$ cat config.mk
export PLATFORM = sky130hd
export DESIGN_NAME = tmg_top
export DESIGN_NICKNAME = d
export VERILOG_FILES = /design/src/tmg_pkg.sv /design/src/tmg_top.sv /design/src/tmg_clk_div.sv
export SDC_FILE = /design/constraint.sdc
export NUM_CORES = 1
export LEC_CHECK = 0
export BUFFER_PORTS_ARGS = -buffer_cell sky130_fd_sc_hd__buf_2
export CORE_ASPECT_RATIO = 1.25
export CORE_MARGIN = 5
export CORE_UTILIZATION = 45
export DETAILED_ROUTE_END_ITERATION = 8
export PLACE_DENSITY = 0.67
export SYNTH_ARGS = -nofsm -noshare
export SYNTH_HDL_FRONTEND = slang
export SYNTH_SLANG_ARGS = --single-unit
export TNS_END_PERCENT = 5
$ cat constraint.sdc
create_clock -name core_clk -period 2.5 [get_ports core_clk]
set_input_delay 0.25 -clock core_clk [delete_from_list [all_inputs] [get_ports core_clk]]
set_output_delay 0.25 -clock core_clk [all_outputs]
set_load 0.1 [all_outputs]
$ cat src/tmg_pkg.sv
// tmg_pkg: register map, field layout and timing constants of the upper
// timer mode and power gating block.
// assumes a byte-wide register port and one 10 MHz core clock.
package tmg_pkg;

  // ---------------------------------------------------------------
  // register offsets
  // ---------------------------------------------------------------
  localparam logic [11:0] TMG_ADDR_COMPARE = 12'h029;
  localparam logic [11:0] TMG_ADDR_MODE    = 12'h02B;
  localparam logic [11:0] TMG_ADDR_PAIR    = 12'h02C;
  localparam logic [11:0] TMG_ADDR_GATING  = 12'hF74;
  localparam logic [11:0] TMG_ADDR_SYSCFG  = 12'hF80;

  // ---------------------------------------------------------------
  // reset values
  // ---------------------------------------------------------------
  localparam logic [7:0] TMG_RST_COMPARE = 8'hFF;
  localparam logic [7:0] TMG_RST_MODE    = 8'h00;
  localparam logic [7:0] TMG_RST_PAIR    = 8'h00;
  localparam logic [7:0] TMG_RST_GATING  = 8'h00;
  localparam logic [7:0] TMG_RST_SYSCFG  = 8'h00;

  // ---------------------------------------------------------------
  // field positions
  // ---------------------------------------------------------------
  localparam int TMG_MODE_FF    = 7;
  localparam int TMG_MODE_DBE   = 6;
  localparam int TMG_MODE_CKHI  = 5;
  localparam int TMG_MODE_CKLO  = 3;
  localparam int TMG_MODE_EXT   = 2;
  localparam int TMG_MODE_OPHI  = 1;
  localparam int TMG_MODE_OPLO  = 0;
  localparam int TMG_PAIR_CAS   = 2;
  localparam int TMG_PAIR_RUN1  = 1;
  localparam int TMG_PAIR_RUN0  = 0;
  localparam int TMG_PAIR_WIDTH = 4;
  localparam int TMG_GATE_PAIRB = 5;
  localparam int TMG_GATE_PAIRA = 4;
  localparam int TMG_GATE_CAPB  = 1;
  localparam int TMG_GATE_CAPA  = 0;
  localparam int TMG_SYS_SUBST  = 0;
  localparam int TMG_SYS_SLOW   = 1;

  // ---------------------------------------------------------------
  // prescaler and low clock
  // ---------------------------------------------------------------
  localparam int TMG_PRESCALE_BITS = 11;
  localparam int TMG_LF_HALF_NS    = 15259;
  localparam int TMG_CLK_NS        = 100;
  localparam int TMG_LF_HALF_CYC   = TMG_LF_HALF_NS / TMG_CLK_NS;

  typedef enum logic [2:0] {
    TMG_OP_TIMER8,
    TMG_OP_PWM8,
    TMG_OP_PPG8,
    TMG_OP_TIMER16,
    TMG_OP_PWM12,
    TMG_OP_PPG16
  } tmg_op_t;

endpackage

$ cat src/tmg_top.sv
// tmg_top: mode register, pair control, power gating and source clock
// selection of the upper timer in a cascadable pair.
// assumes a synchronous byte register port and a 10 MHz core clock.
//
// Strobed register access was left to the implementer.
`timescale 1ns/100ps
module tmg_top
  import tmg_pkg::*;
(
  input  wire logic        core_clk,
  input  wire logic        rst,
  input  wire logic [11:0] addr,
  input  wire logic [7:0]  wdata,
  input  wire logic        wr_stb,
  input  wire logic        rd_stb,
  output logic [7:0]       rdata,
  input  wire logic        lf_clk_pin,
  input  wire logic        event_input_pin,
  output logic             src_tick,
  output logic             src_valid,
  output logic             double_buffer_on,
  output logic [7:0]       compare_value,
  output logic [2:0]       op_mode,
  output logic             cascade_on,
  output logic             timer_run,
  output logic             out_ff,
  output logic             pwm_output_pin,
  output logic             pulse_output_pin,
  output logic             pair_a_on,
  output logic             pair_b_on,
  output logic             capture_a_on,
  output logic             capture_b_on
);

  // ---------------------------------------------------------------
  // registers
  // ---------------------------------------------------------------
  logic [7:0]  cmp_q;
  logic [7:0]  cmp_buf_q;
  logic [7:0]  mode_q;
  logic [3:0]  pair_q;
  logic [7:0]  gate_q;
  logic [7:0]  sys_q;
  logic [7:0]  rdata_q;
  logic [7:0]  rdata_d;
  logic        ff_q;
  logic [2:0]  ev_sync_q;
  logic [11:0] gear_tick;
  logic [4:0]  lf_tick;

  logic        wr_cmp;
  logic        wr_mode;
  logic        wr_pair;
  logic        wr_gate;
  logic        wr_sys;
  logic        running;
  logic        run_start;
  logic [2:0]  ck_sel;
  logic        subst;
  logic        slow_mode;
  logic        ext_sel;
  logic        ev_fall;
  logic        int_tick;
  logic        int_valid;
  logic [1:0]  op_code;
  logic        waveform;
  tmg_op_t     op_sel;

  tmg_clk_div u_div (
    .core_clk   (core_clk),
    .rst        (rst),
    .lf_clk_pin (lf_clk_pin),
    .gear_tick  (gear_tick),
    .lf_tick    (lf_tick)
  );

  // ---------------------------------------------------------------
  // address decode
  // ---------------------------------------------------------------
  assign wr_cmp    = wr_stb & (addr == TMG_ADDR_COMPARE);
  assign wr_mode   = wr_stb & (addr == TMG_ADDR_MODE);
  assign wr_pair   = wr_stb & (addr == TMG_ADDR_PAIR);
  assign wr_gate   = wr_stb & (addr == TMG_ADDR_GATING);
  assign wr_sys    = wr_stb & (addr == TMG_ADDR_SYSCFG);
  assign running   = pair_q[TMG_PAIR_RUN1] | pair_q[TMG_PAIR_RUN0];
  assign run_start = wr_pair & ~running & wdata[TMG_PAIR_RUN1];

  always_comb begin
    case (addr)
      TMG_ADDR_COMPARE: rdata_d = cmp_q;
      TMG_ADDR_MODE:    rdata_d = mode_q;
      TMG_ADDR_PAIR:    rdata_d = {4'h0, pair_q};
      TMG_ADDR_GATING:  rdata_d = gate_q;
      TMG_ADDR_SYSCFG:  rdata_d = sys_q;
      default:          rdata_d = 8'h00;
    endcase
  end
  assign rdata = rdata_q;

  // ---------------------------------------------------------------
  // source clock selection
  // ---------------------------------------------------------------
  assign ck_sel    = mode_q[TMG_MODE_CKHI:TMG_MODE_CKLO];
  assign subst     = sys_q[TMG_SYS_SUBST];
  assign slow_mode = sys_q[TMG_SYS_SLOW];
  assign ext_sel   = mode_q[TMG_MODE_EXT];
  assign ev_fall   = ev_sync_q[2] & ~ev_sync_q[1];

  always_comb begin
    int_valid = 1'b1;
    int_tick  = 1'b0;
    if (slow_mode) begin
      case (ck_sel)
        3'h0:    int_tick = lf_tick[4];
        3'h1:    int_tick = lf_tick[3];
        3'h7:    int_tick = lf_tick[2];
        default: int_valid = 1'b0;
      endcase
    end else begin
      case (ck_sel)
        3'h0:    int_tick = subst ? lf_tick[4] : gear_tick[11];
        3'h1:    int_tick = subst ? lf_tick[3] : gear_tick[10];
        3'h2:    int_tick = gear_tick[8];
        3'h3:    int_tick = gear_tick[6];
        3'h4:    int_tick = gear_tick[4];
        3'h5:    int_tick = gear_tick[2];
        3'h6:    int_tick = gear_tick[1];
        default: int_tick = gear_tick[0];
      endcase
    end
  end

  // external select overrides divider field
  assign src_valid = pair_a_on & (ext_sel | int_valid);
  assign src_tick  = timer_run & src_valid & (ext_sel ? ev_fall : int_tick);

  // ---------------------------------------------------------------
  // operating mode
  // ---------------------------------------------------------------
  assign op_code    = mode_q[TMG_MODE_OPHI:TMG_MODE_OPLO];
  assign cascade_on = pair_q[TMG_PAIR_CAS];

  always_comb begin
    case ({cascade_on, op_code})
      3'b010:  op_sel = TMG_OP_PWM8;
      3'b011:  op_sel = TMG_OP_PPG8;
      3'b100:  op_sel = TMG_OP_TIMER16;
      3'b101:  op_sel = TMG_OP_TIMER16;
      3'b110:  op_sel = TMG_OP_PWM12;
      3'b111:  op_sel = TMG_OP_PPG16;
      default: op_sel = TMG_OP_TIMER8;
    endcase
  end
  assign op_mode  = op_sel;
  assign waveform = op_code[1];

  assign timer_run        = pair_q[TMG_PAIR_RUN1];
  assign double_buffer_on = mode_q[TMG_MODE_DBE];
  assign compare_value    = cmp_buf_q;
  assign out_ff           = ff_q;
  assign pwm_output_pin   = waveform ? ff_q : 1'b1;
  assign pulse_output_pin = waveform ? ff_q : 1'b1;
  assign pair_a_on        = gate_q[TMG_GATE_PAIRA];
  assign pair_b_on        = gate_q[TMG_GATE_PAIRB];
  assign capture_a_on     = gate_q[TMG_GATE_CAPA];
  assign capture_b_on     = gate_q[TMG_GATE_CAPB];

  // ---------------------------------------------------------------
  // register writes
  // ---------------------------------------------------------------
  always_ff @(posedge core_clk) begin
    if (rst) begin
      cmp_q     <= TMG_RST_COMPARE;
      cmp_buf_q <= TMG_RST_COMPARE;
      mode_q    <= TMG_RST_MODE;
      pair_q    <= TMG_RST_PAIR[TMG_PAIR_WIDTH-1:0];
      gate_q    <= TMG_RST_GATING;
      sys_q     <= TMG_RST_SYSCFG;
      rdata_q   <= 8'h00;
      ff_q      <= 1'b0;
      ev_sync_q <= '0;
    end else begin
      rdata_q   <= rd_stb ? rdata_d : 8'h00;
      ev_sync_q <= {ev_sync_q[1:0], event_input_pin};
      if (wr_cmp) begin
        cmp_q <= wdata;
      end
      // buffered copy loads while double buffering is off or while stopped
      if (!double_buffer_on || !timer_run) begin
        cmp_buf_q <= wr_cmp ? wdata : cmp_q;
      end
      if (wr_mode && !running) begin
        mode_q <= wdata;
      end
      if (wr_pair) begin
        pair_q[TMG_PAIR_RUN1:TMG_PAIR_RUN0] <= wdata[1:0];
        if (!running) begin
          pair_q[3:2] <= wdata[3:2];
        end
      end
      if (wr_gate) begin
        gate_q <= wdata;
      end
      if (wr_sys) begin
        sys_q <= wdata;
      end
      if (!timer_run || run_start) begin
        ff_q <= waveform & mode_q[TMG_MODE_FF];
      end
    end
  end

endmodule

$ cat src/tmg_clk_div.sv
// tmg_clk_div: free running prescaler for the gear clock and the
// low-frequency clock, with one-cycle tick outputs.
// assumes the low-frequency clock is a level from another domain.
`timescale 1ns/100ps
module tmg_clk_div
  import tmg_pkg::*;
#(
  parameter int LF_HALF = TMG_LF_HALF_CYC
) (
  input  wire logic        core_clk,
  input  wire logic        rst,
  input  wire logic        lf_clk_pin,
  output logic [11:0]      gear_tick,
  output logic [4:0]       lf_tick
);

  // ---------------------------------------------------------------
  // gear prescaler: tick k fires once every 2^k cycles
  // ---------------------------------------------------------------
  logic [TMG_PRESCALE_BITS-1:0] gear_q;
  logic [TMG_PRESCALE_BITS-1:0] gear_d;
  logic [TMG_PRESCALE_BITS:0]   gear_t;
  logic [2:0]                   lf_sync_q;
  logic [3:0]                   lf_cnt_q;
  logic [3:0]                   lf_cnt_d;
  logic                         lf_fall;

  assign gear_d = gear_q + 1'b1;

  assign gear_t[0] = 1'b1;
  for (genvar k = 1; k <= TMG_PRESCALE_BITS; k++) begin : g_tick
    assign gear_t[k] = &gear_q[k-1:0];
  end
  assign gear_tick = gear_t;

  // ---------------------------------------------------------------
  // low-frequency clock: synchronise, then divide falling edges
  // ---------------------------------------------------------------
  assign lf_fall  = lf_sync_q[2] & ~lf_sync_q[1];
  assign lf_cnt_d = lf_cnt_q + 4'h1;
  assign lf_tick  = {lf_fall & (lf_cnt_q == 4'hF),
                     lf_fall & (lf_cnt_q[2:0] == 3'h7),
                     lf_fall & (lf_cnt_q[1:0] == 2'h3),
                     lf_fall & lf_cnt_q[0],
                     lf_fall};

  always_ff @(posedge core_clk) begin
    if (rst) begin
      gear_q    <= '0;
      lf_sync_q <= '0;
      lf_cnt_q  <= '0;
    end else begin
      gear_q    <= gear_d;
      lf_sync_q <= {lf_sync_q[1:0], lf_clk_pin};
      if (lf_fall) begin
        lf_cnt_q <= lf_cnt_d;
      end
    end
  end

endmodule

-- Word-level counts from Yosys, hierarchy flattened
Index checks and enable logic that the tools add are counted.
- register bits: 74
- input port bits: 26
- logic and storage cells: 87
- output and inout port bits: 31
- bitwise gates (word level): 22
- add/subtract/negate cells: 2
- eq/ne operators: 21
- mux-type cells: 12
- reduce and logical (&&, ||, !) cells: 17
- operators by type and width (operator ; number):
    8-bit one-hot mux with 5 select lines ; 1
    12-bit by 6-bit == test with 1-bit output, second input constant ; 3
    3-bit == test, second input constant ; 9
    12-bit == test, second input constant ; 2
    1-bit AND ; 16
    3-bit one-hot mux with 5 select lines ; 1
    3-bit by 2-bit == test with 1-bit output, second input constant ; 4
    11-bit by 1-bit adder with 11-bit output, second input constant ; 1
    11-bit AND reduction ; 1
    10-bit AND reduction ; 1
    8-bit 2-to-1 mux ; 1
    8-bit AND reduction ; 1
    1-bit 2-to-1 mux ; 7
    1-bit one-hot mux with 7 select lines ; 1
    6-bit AND reduction ; 1
    4-bit by 1-bit adder with 4-bit output, second input constant ; 1
    4-bit == test, second input constant ; 1
    1-bit inverter ; 4
    2-bit AND reduction ; 2
    4-bit AND reduction ; 1
    2-bit OR reduction ; 2
    3-bit by 1-bit == test with 1-bit output, second input constant ; 1
    1-bit logical NOT ; 3
    3-bit logical NOT ; 1
    other kinds (6) ; 8

-- Logic depth before layout (Yosys ltp)
- word-level depth: 8
- gate-level depth with buffers: 7
- mapped depth without buffers: 7

-- Modules after synthesis
Synthesis repeated with hierarchy kept, for this count alone.
- cell total of the unflattened synthesis: 376
- area, all modules: 3415.8 um2
- by module, submodules not included (module ; area an instance (um2) ; sequential area each (um2) ; instances ; cells an instance):
    tmg_top ; 2588.7 ; 1121.1 ; 1 ; 291
    tmg_clk_div ; 827.0 ; 360.3 ; 1 ; 85

-- Least setup slack after synthesis
No wires, ideal clock.
- path kind: reg-to-output
- from: register gate_q[4]
- to: output port src_tick
- cell stages (with the launch flop): 4
- path slack: -2.194 ns
- data arrival time: 4.444 ns
- cell sequence: dfxtp_1 > o31a_1 > nand3_1 > a311oi_1
- longest elaborated chain between the ends: 3
- ends and longest elaborated chain (element ; RTL line ; RTL):
    start, declared ; tmg_top.sv:42 ; logic [7:0] gate_q;
    start signal, assigned ; tmg_top.sv:202 ; gate_q <= wdata;
    1-bit AND ; tmg_top.sv:134 ; assign src_valid = pair_a_on & (ext_sel | int_valid);
    named net src_valid ; tmg_top.sv:20 ; output logic src_valid,
    1-bit AND (2 in a row) ; tmg_top.sv:135 ; assign src_tick = timer_run & src_valid & (ext_sel ? ev_fall : int_tick);
    end, declared ; tmg_top.sv:19 ; output logic src_tick,
The timed path passes the listed nets, and every way through them passes these cells.

-- Final worst setup path
- from: register u_div.gear_q[0]
- to: output port src_tick
- longest elaborated chain between the ends: 6
- elaborated cells on any way between the ends: 12
- classes of those cells: 5 x mux; 1 x bitwise; 6 x reduce/logical
- ends and longest elaborated chain (element ; RTL line ; RTL):
    start, declared ; tmg_clk_div.sv:20 ; logic [TMG_PRESCALE_BITS-1:0] gear_q;
    start signal, assigned ; tmg_clk_div.sv:53 ; gear_q <= gear_d;
    11-bit AND reduction / 10-bit AND reduction (equally long branches) ; tmg_clk_div.sv:32 ; assign gear_t[k] = &gear_q[k-1:0];
    1-bit 2-to-1 mux, on equally long branches ; tmg_top.sv:121, tmg_top.sv:122 ;
    1-bit one-hot mux with 7 select lines (*) ; tmg_top.sv:120 ; case (ck_sel)
    1-bit 2-to-1 mux (*) ; tmg_top.sv:112 ; if (slow_mode) begin
    1-bit 2-to-1 mux (*) ; tmg_top.sv:135 ;
    1-bit AND (*) ; tmg_top.sv:135 ;
Every way passes the cells marked *; elsewhere a longest branch is shown, timed or not.

==> flow_summary_export.csv <==
group,metric,value,unit
run_status,status,"complete, no violations",
power,vdd_drop_max,387,µV
critical_path,required,2250,ps
critical_path,critPathBufInv,1,
logic_synthesis,ys.flop_type,"dfxtp_1",
run,cap_viol_max_count,0,
cells_and_area,drive_above_1_share,0.242,
floorplan,die_h,104,µm
routing,routed_wl,7760,µm
clock_network,cts_buffer_depth,2,
power,p_switching,508,µW
cells_and_area,final_util,0.560,
clock_network,cts_max_level,3,
clock_network,clk_latency,350,ps
sta,fin_setup_tns,0,ps
logic_synthesis,yosys_warnings,0,
logic_synthesis,syn_avg_cell_area,9.34,µm²
placement,io_buffers,56,
placement,place_inst,476,
clock_network,cts_made_buffers,9,
power,p_int,1.87,mW
sta,fin_skew,7.94,ps
routing,wire_per_inst,15.7,µm
critical_path,r2r_slack,960,ps
critical_path,cp-start-kind,"flop",
sta,fin_crit,2400,ps
floorplan,pin_count,57,
critical_path,cp-end-kind,"primary output",
placement,hpwlAfterDp,5550,µm
global_route,grt_max_degree,34,
routing,vias,2631,
floorplan,die_area,0.00889,mm²
sta,max_freq,416,MHz
routing,ant_nets,0,
sta,tightest_slew,658,ps
sta,hold_viol_final,0,
cells_and_area,antenna_cells,0,
power,clockPowerShare,0.455,
sta,hold_ws,105,ps
critical_path,crit_path_cell_trace,"ha_4 -> or4b_4 -> o211ai_1 -> a31oi_1 -> a311oi_4 -> buf_12",
logic_synthesis,async_flop_share,0,
critical_path,cpPeakStageDelay,460,ps
power,power_frac_seq,0.501,
cells_and_area,final_cells,495,
logic_synthesis,ys_seq_elements,74,
sta,relSlewSlack,0.561,
floorplan,die_x,85.4,µm
power,p_sw_frac,0.214,
logic_synthesis,synthDistinctLibCells,43,
power,pwr-share-comb,0.045,
critical_path,crit_family,"compound AO/OA/AOI/OAI gates",
floorplan,rows,34,
routing,drc,0,
clock_network,cts_tree,"built",
global_route,track_usage,0.179,
logic_synthesis,syn_inst,342,
global_route,antenna_found_initial,0,
logic_synthesis,synth-edff-count,0,
logic_synthesis,synth_nets,371,
routing,drt-initial-drc-count,128,
critical_path,critPathMaxFanout,4,
placement,gp_congestion,0.840,
min_path,worst_hold_path_type,"in2reg",
routing,drt_pass1_iterations,4,
logic_synthesis,syn-cell-area,0.00319,mm²
sta,grt_setup_unrepaired,"yes",
power,p_leak,1.66,nW
cells_and_area,fillCellCount,648,
global_route,overflow,0,
cells_and_area,nets,429,
floorplan,start_util,0.461,
sta,finalCritPeriodShare,0.961,
routing,avgViaCountPerCell,5.32,
critical_path,crit_type,"reg2out",
clock_network,ctsRootBufferMaster,"clkbuf_8",
cells_and_area,synthToLayoutAreaGrowth,21.6,%
clock_network,clk_pin_slew,70,ps
floorplan,core,0.00693,mm²
power,powerDensity,613,mW/mm²
global_route,grt_pass1_vias,2576,
critical_path,cpMaxStageDelayCell,"or4b_4",
clock_network,cts_sinks,74,
sta,setup_viol,0,
logic_synthesis,synth_seq_area_share,0.464,
clock_network,holdBufCountCts,0,
global_route,grt_pass1_wl,12400,µm
sta,drv_slew,0,
power,power,2.38,mW
critical_path,crit_arrival,2150,ps
## placed cells by master, fill, tap and decap left out, types with 9 or more instances in the layout
cell      instances
nor2_1           67
mux2i_1          47
o22ai_1           9
a21oi_1          16
buf_2            55
clkbuf_8         12
nand3_1          10
and2_1            9
buf_4            10
dfxtp_1          70
nor2b_1           9
## cell type report
cell class	instances	area (µm²)	area share
Clock inverter	4	72.6	0.0187
Timing Repair Buffer	66	370	0.0953
Sequential cell	74	1490	0.383
Multi-Input combinational cell	247	1670	0.429
Tap cell	90	113	0.0290
Clock buffer	12	165	0.0425
Inverter	2	7.51	0.00193
## per-layer routing
| metal | part of all wire | global-route usage |
|---|---|---|
| met1 | 0.41 | 0.205 |
| met2 | 0.50 | 0.298 |
| met3 | 0.063 | 0.0428 |
| met4 | 0.027 | 0.102 |
| met5 | 0 | 0 |
## synthesized netlist by cell type (6+ instances only)
cell type	count	area, µm²
nand3_1	10	50.1
clkbuf_1	12	45.0
nand2b_1	7	43.8
dfxtp_1	74	1480
nor2b_1	9	56.3
o22ai_1	9	56.3
and3_1	8	50.1
nor2_1	67	251
mux2i_1	48	480
a21oi_1	16	80.1
a22oi_1	8	60.1
nand2_1	6	22.5
and2_1	9	56.3
xnor2_1	7	61.3
## power groups by stage
stage | clock (mW) | combinational, mW | sequential (mW)
after detailed placement | 0 | 0.0970 | 1.22
final | 1.08 | 0.106 | 1.19
after floorplan | 0 | 0.0495 | 1.22
after global routing | 1.15 | 0.116 | 1.19
after CTS | 1.10 | 0.104 | 1.19
after global placement | 0 | 0.0977 | 1.22
## through the flow
step	setup WS (ps)	instance area [µm²]
after CTS	23.2	3870
final	98.1	3880
after detailed placement	244	3590
after floorplan	-192	3220
after global placement	280	3590
after global routing	-8.42	3880
## sequential cells by signal, indices dropped and copies added (netlist names)
signal	cells
u_div.gear_q	11
gate_q	8
sys_q	8
u_div.lf_cnt_q	4
out_ff	1
cmp_q	8
pair_q	4
compare_value	8
u_div.lf_sync_q	3
mode_q	8
ev_sync_q	3
rdata	8
## final timing paths
| kind | start | endpoint | cells after the start |
|---|---|---|---|
| setup / recovery | u_div.gear_q[0] | src_tick | 6 |
| setup reg to reg | pair_q[1] | mode_q[1] | 5 |
| hold / removal | lf_clk_pin | u_div.lf_sync_q[0] | 2 |
| hold reg to reg | ev_sync_q[0] | ev_sync_q[1] | 1 |
## cell families after synthesis
family / count (synthesis) / synth area share
AND/OR/NAND/NOR: 141 / 0.227
flip-flops: 74 / 0.464
multiplexers: 48 / 0.150
AO/OA/AOI/OAI: 44 / 0.0862
buffers and inverters: 21 / 0.0305
XOR/XNOR: 11 / 0.0302
adder cells (fa/ha/maj): 3 / 0.0118
## timing repair
item,4_1_cts,5_1_grt
buffers inserted,2,1
pin swaps,3,3
setup endpoints to repair,1,1
gates resized for setup,7,3
gates cloned,0,0
(Power assumes the default switching activity.)
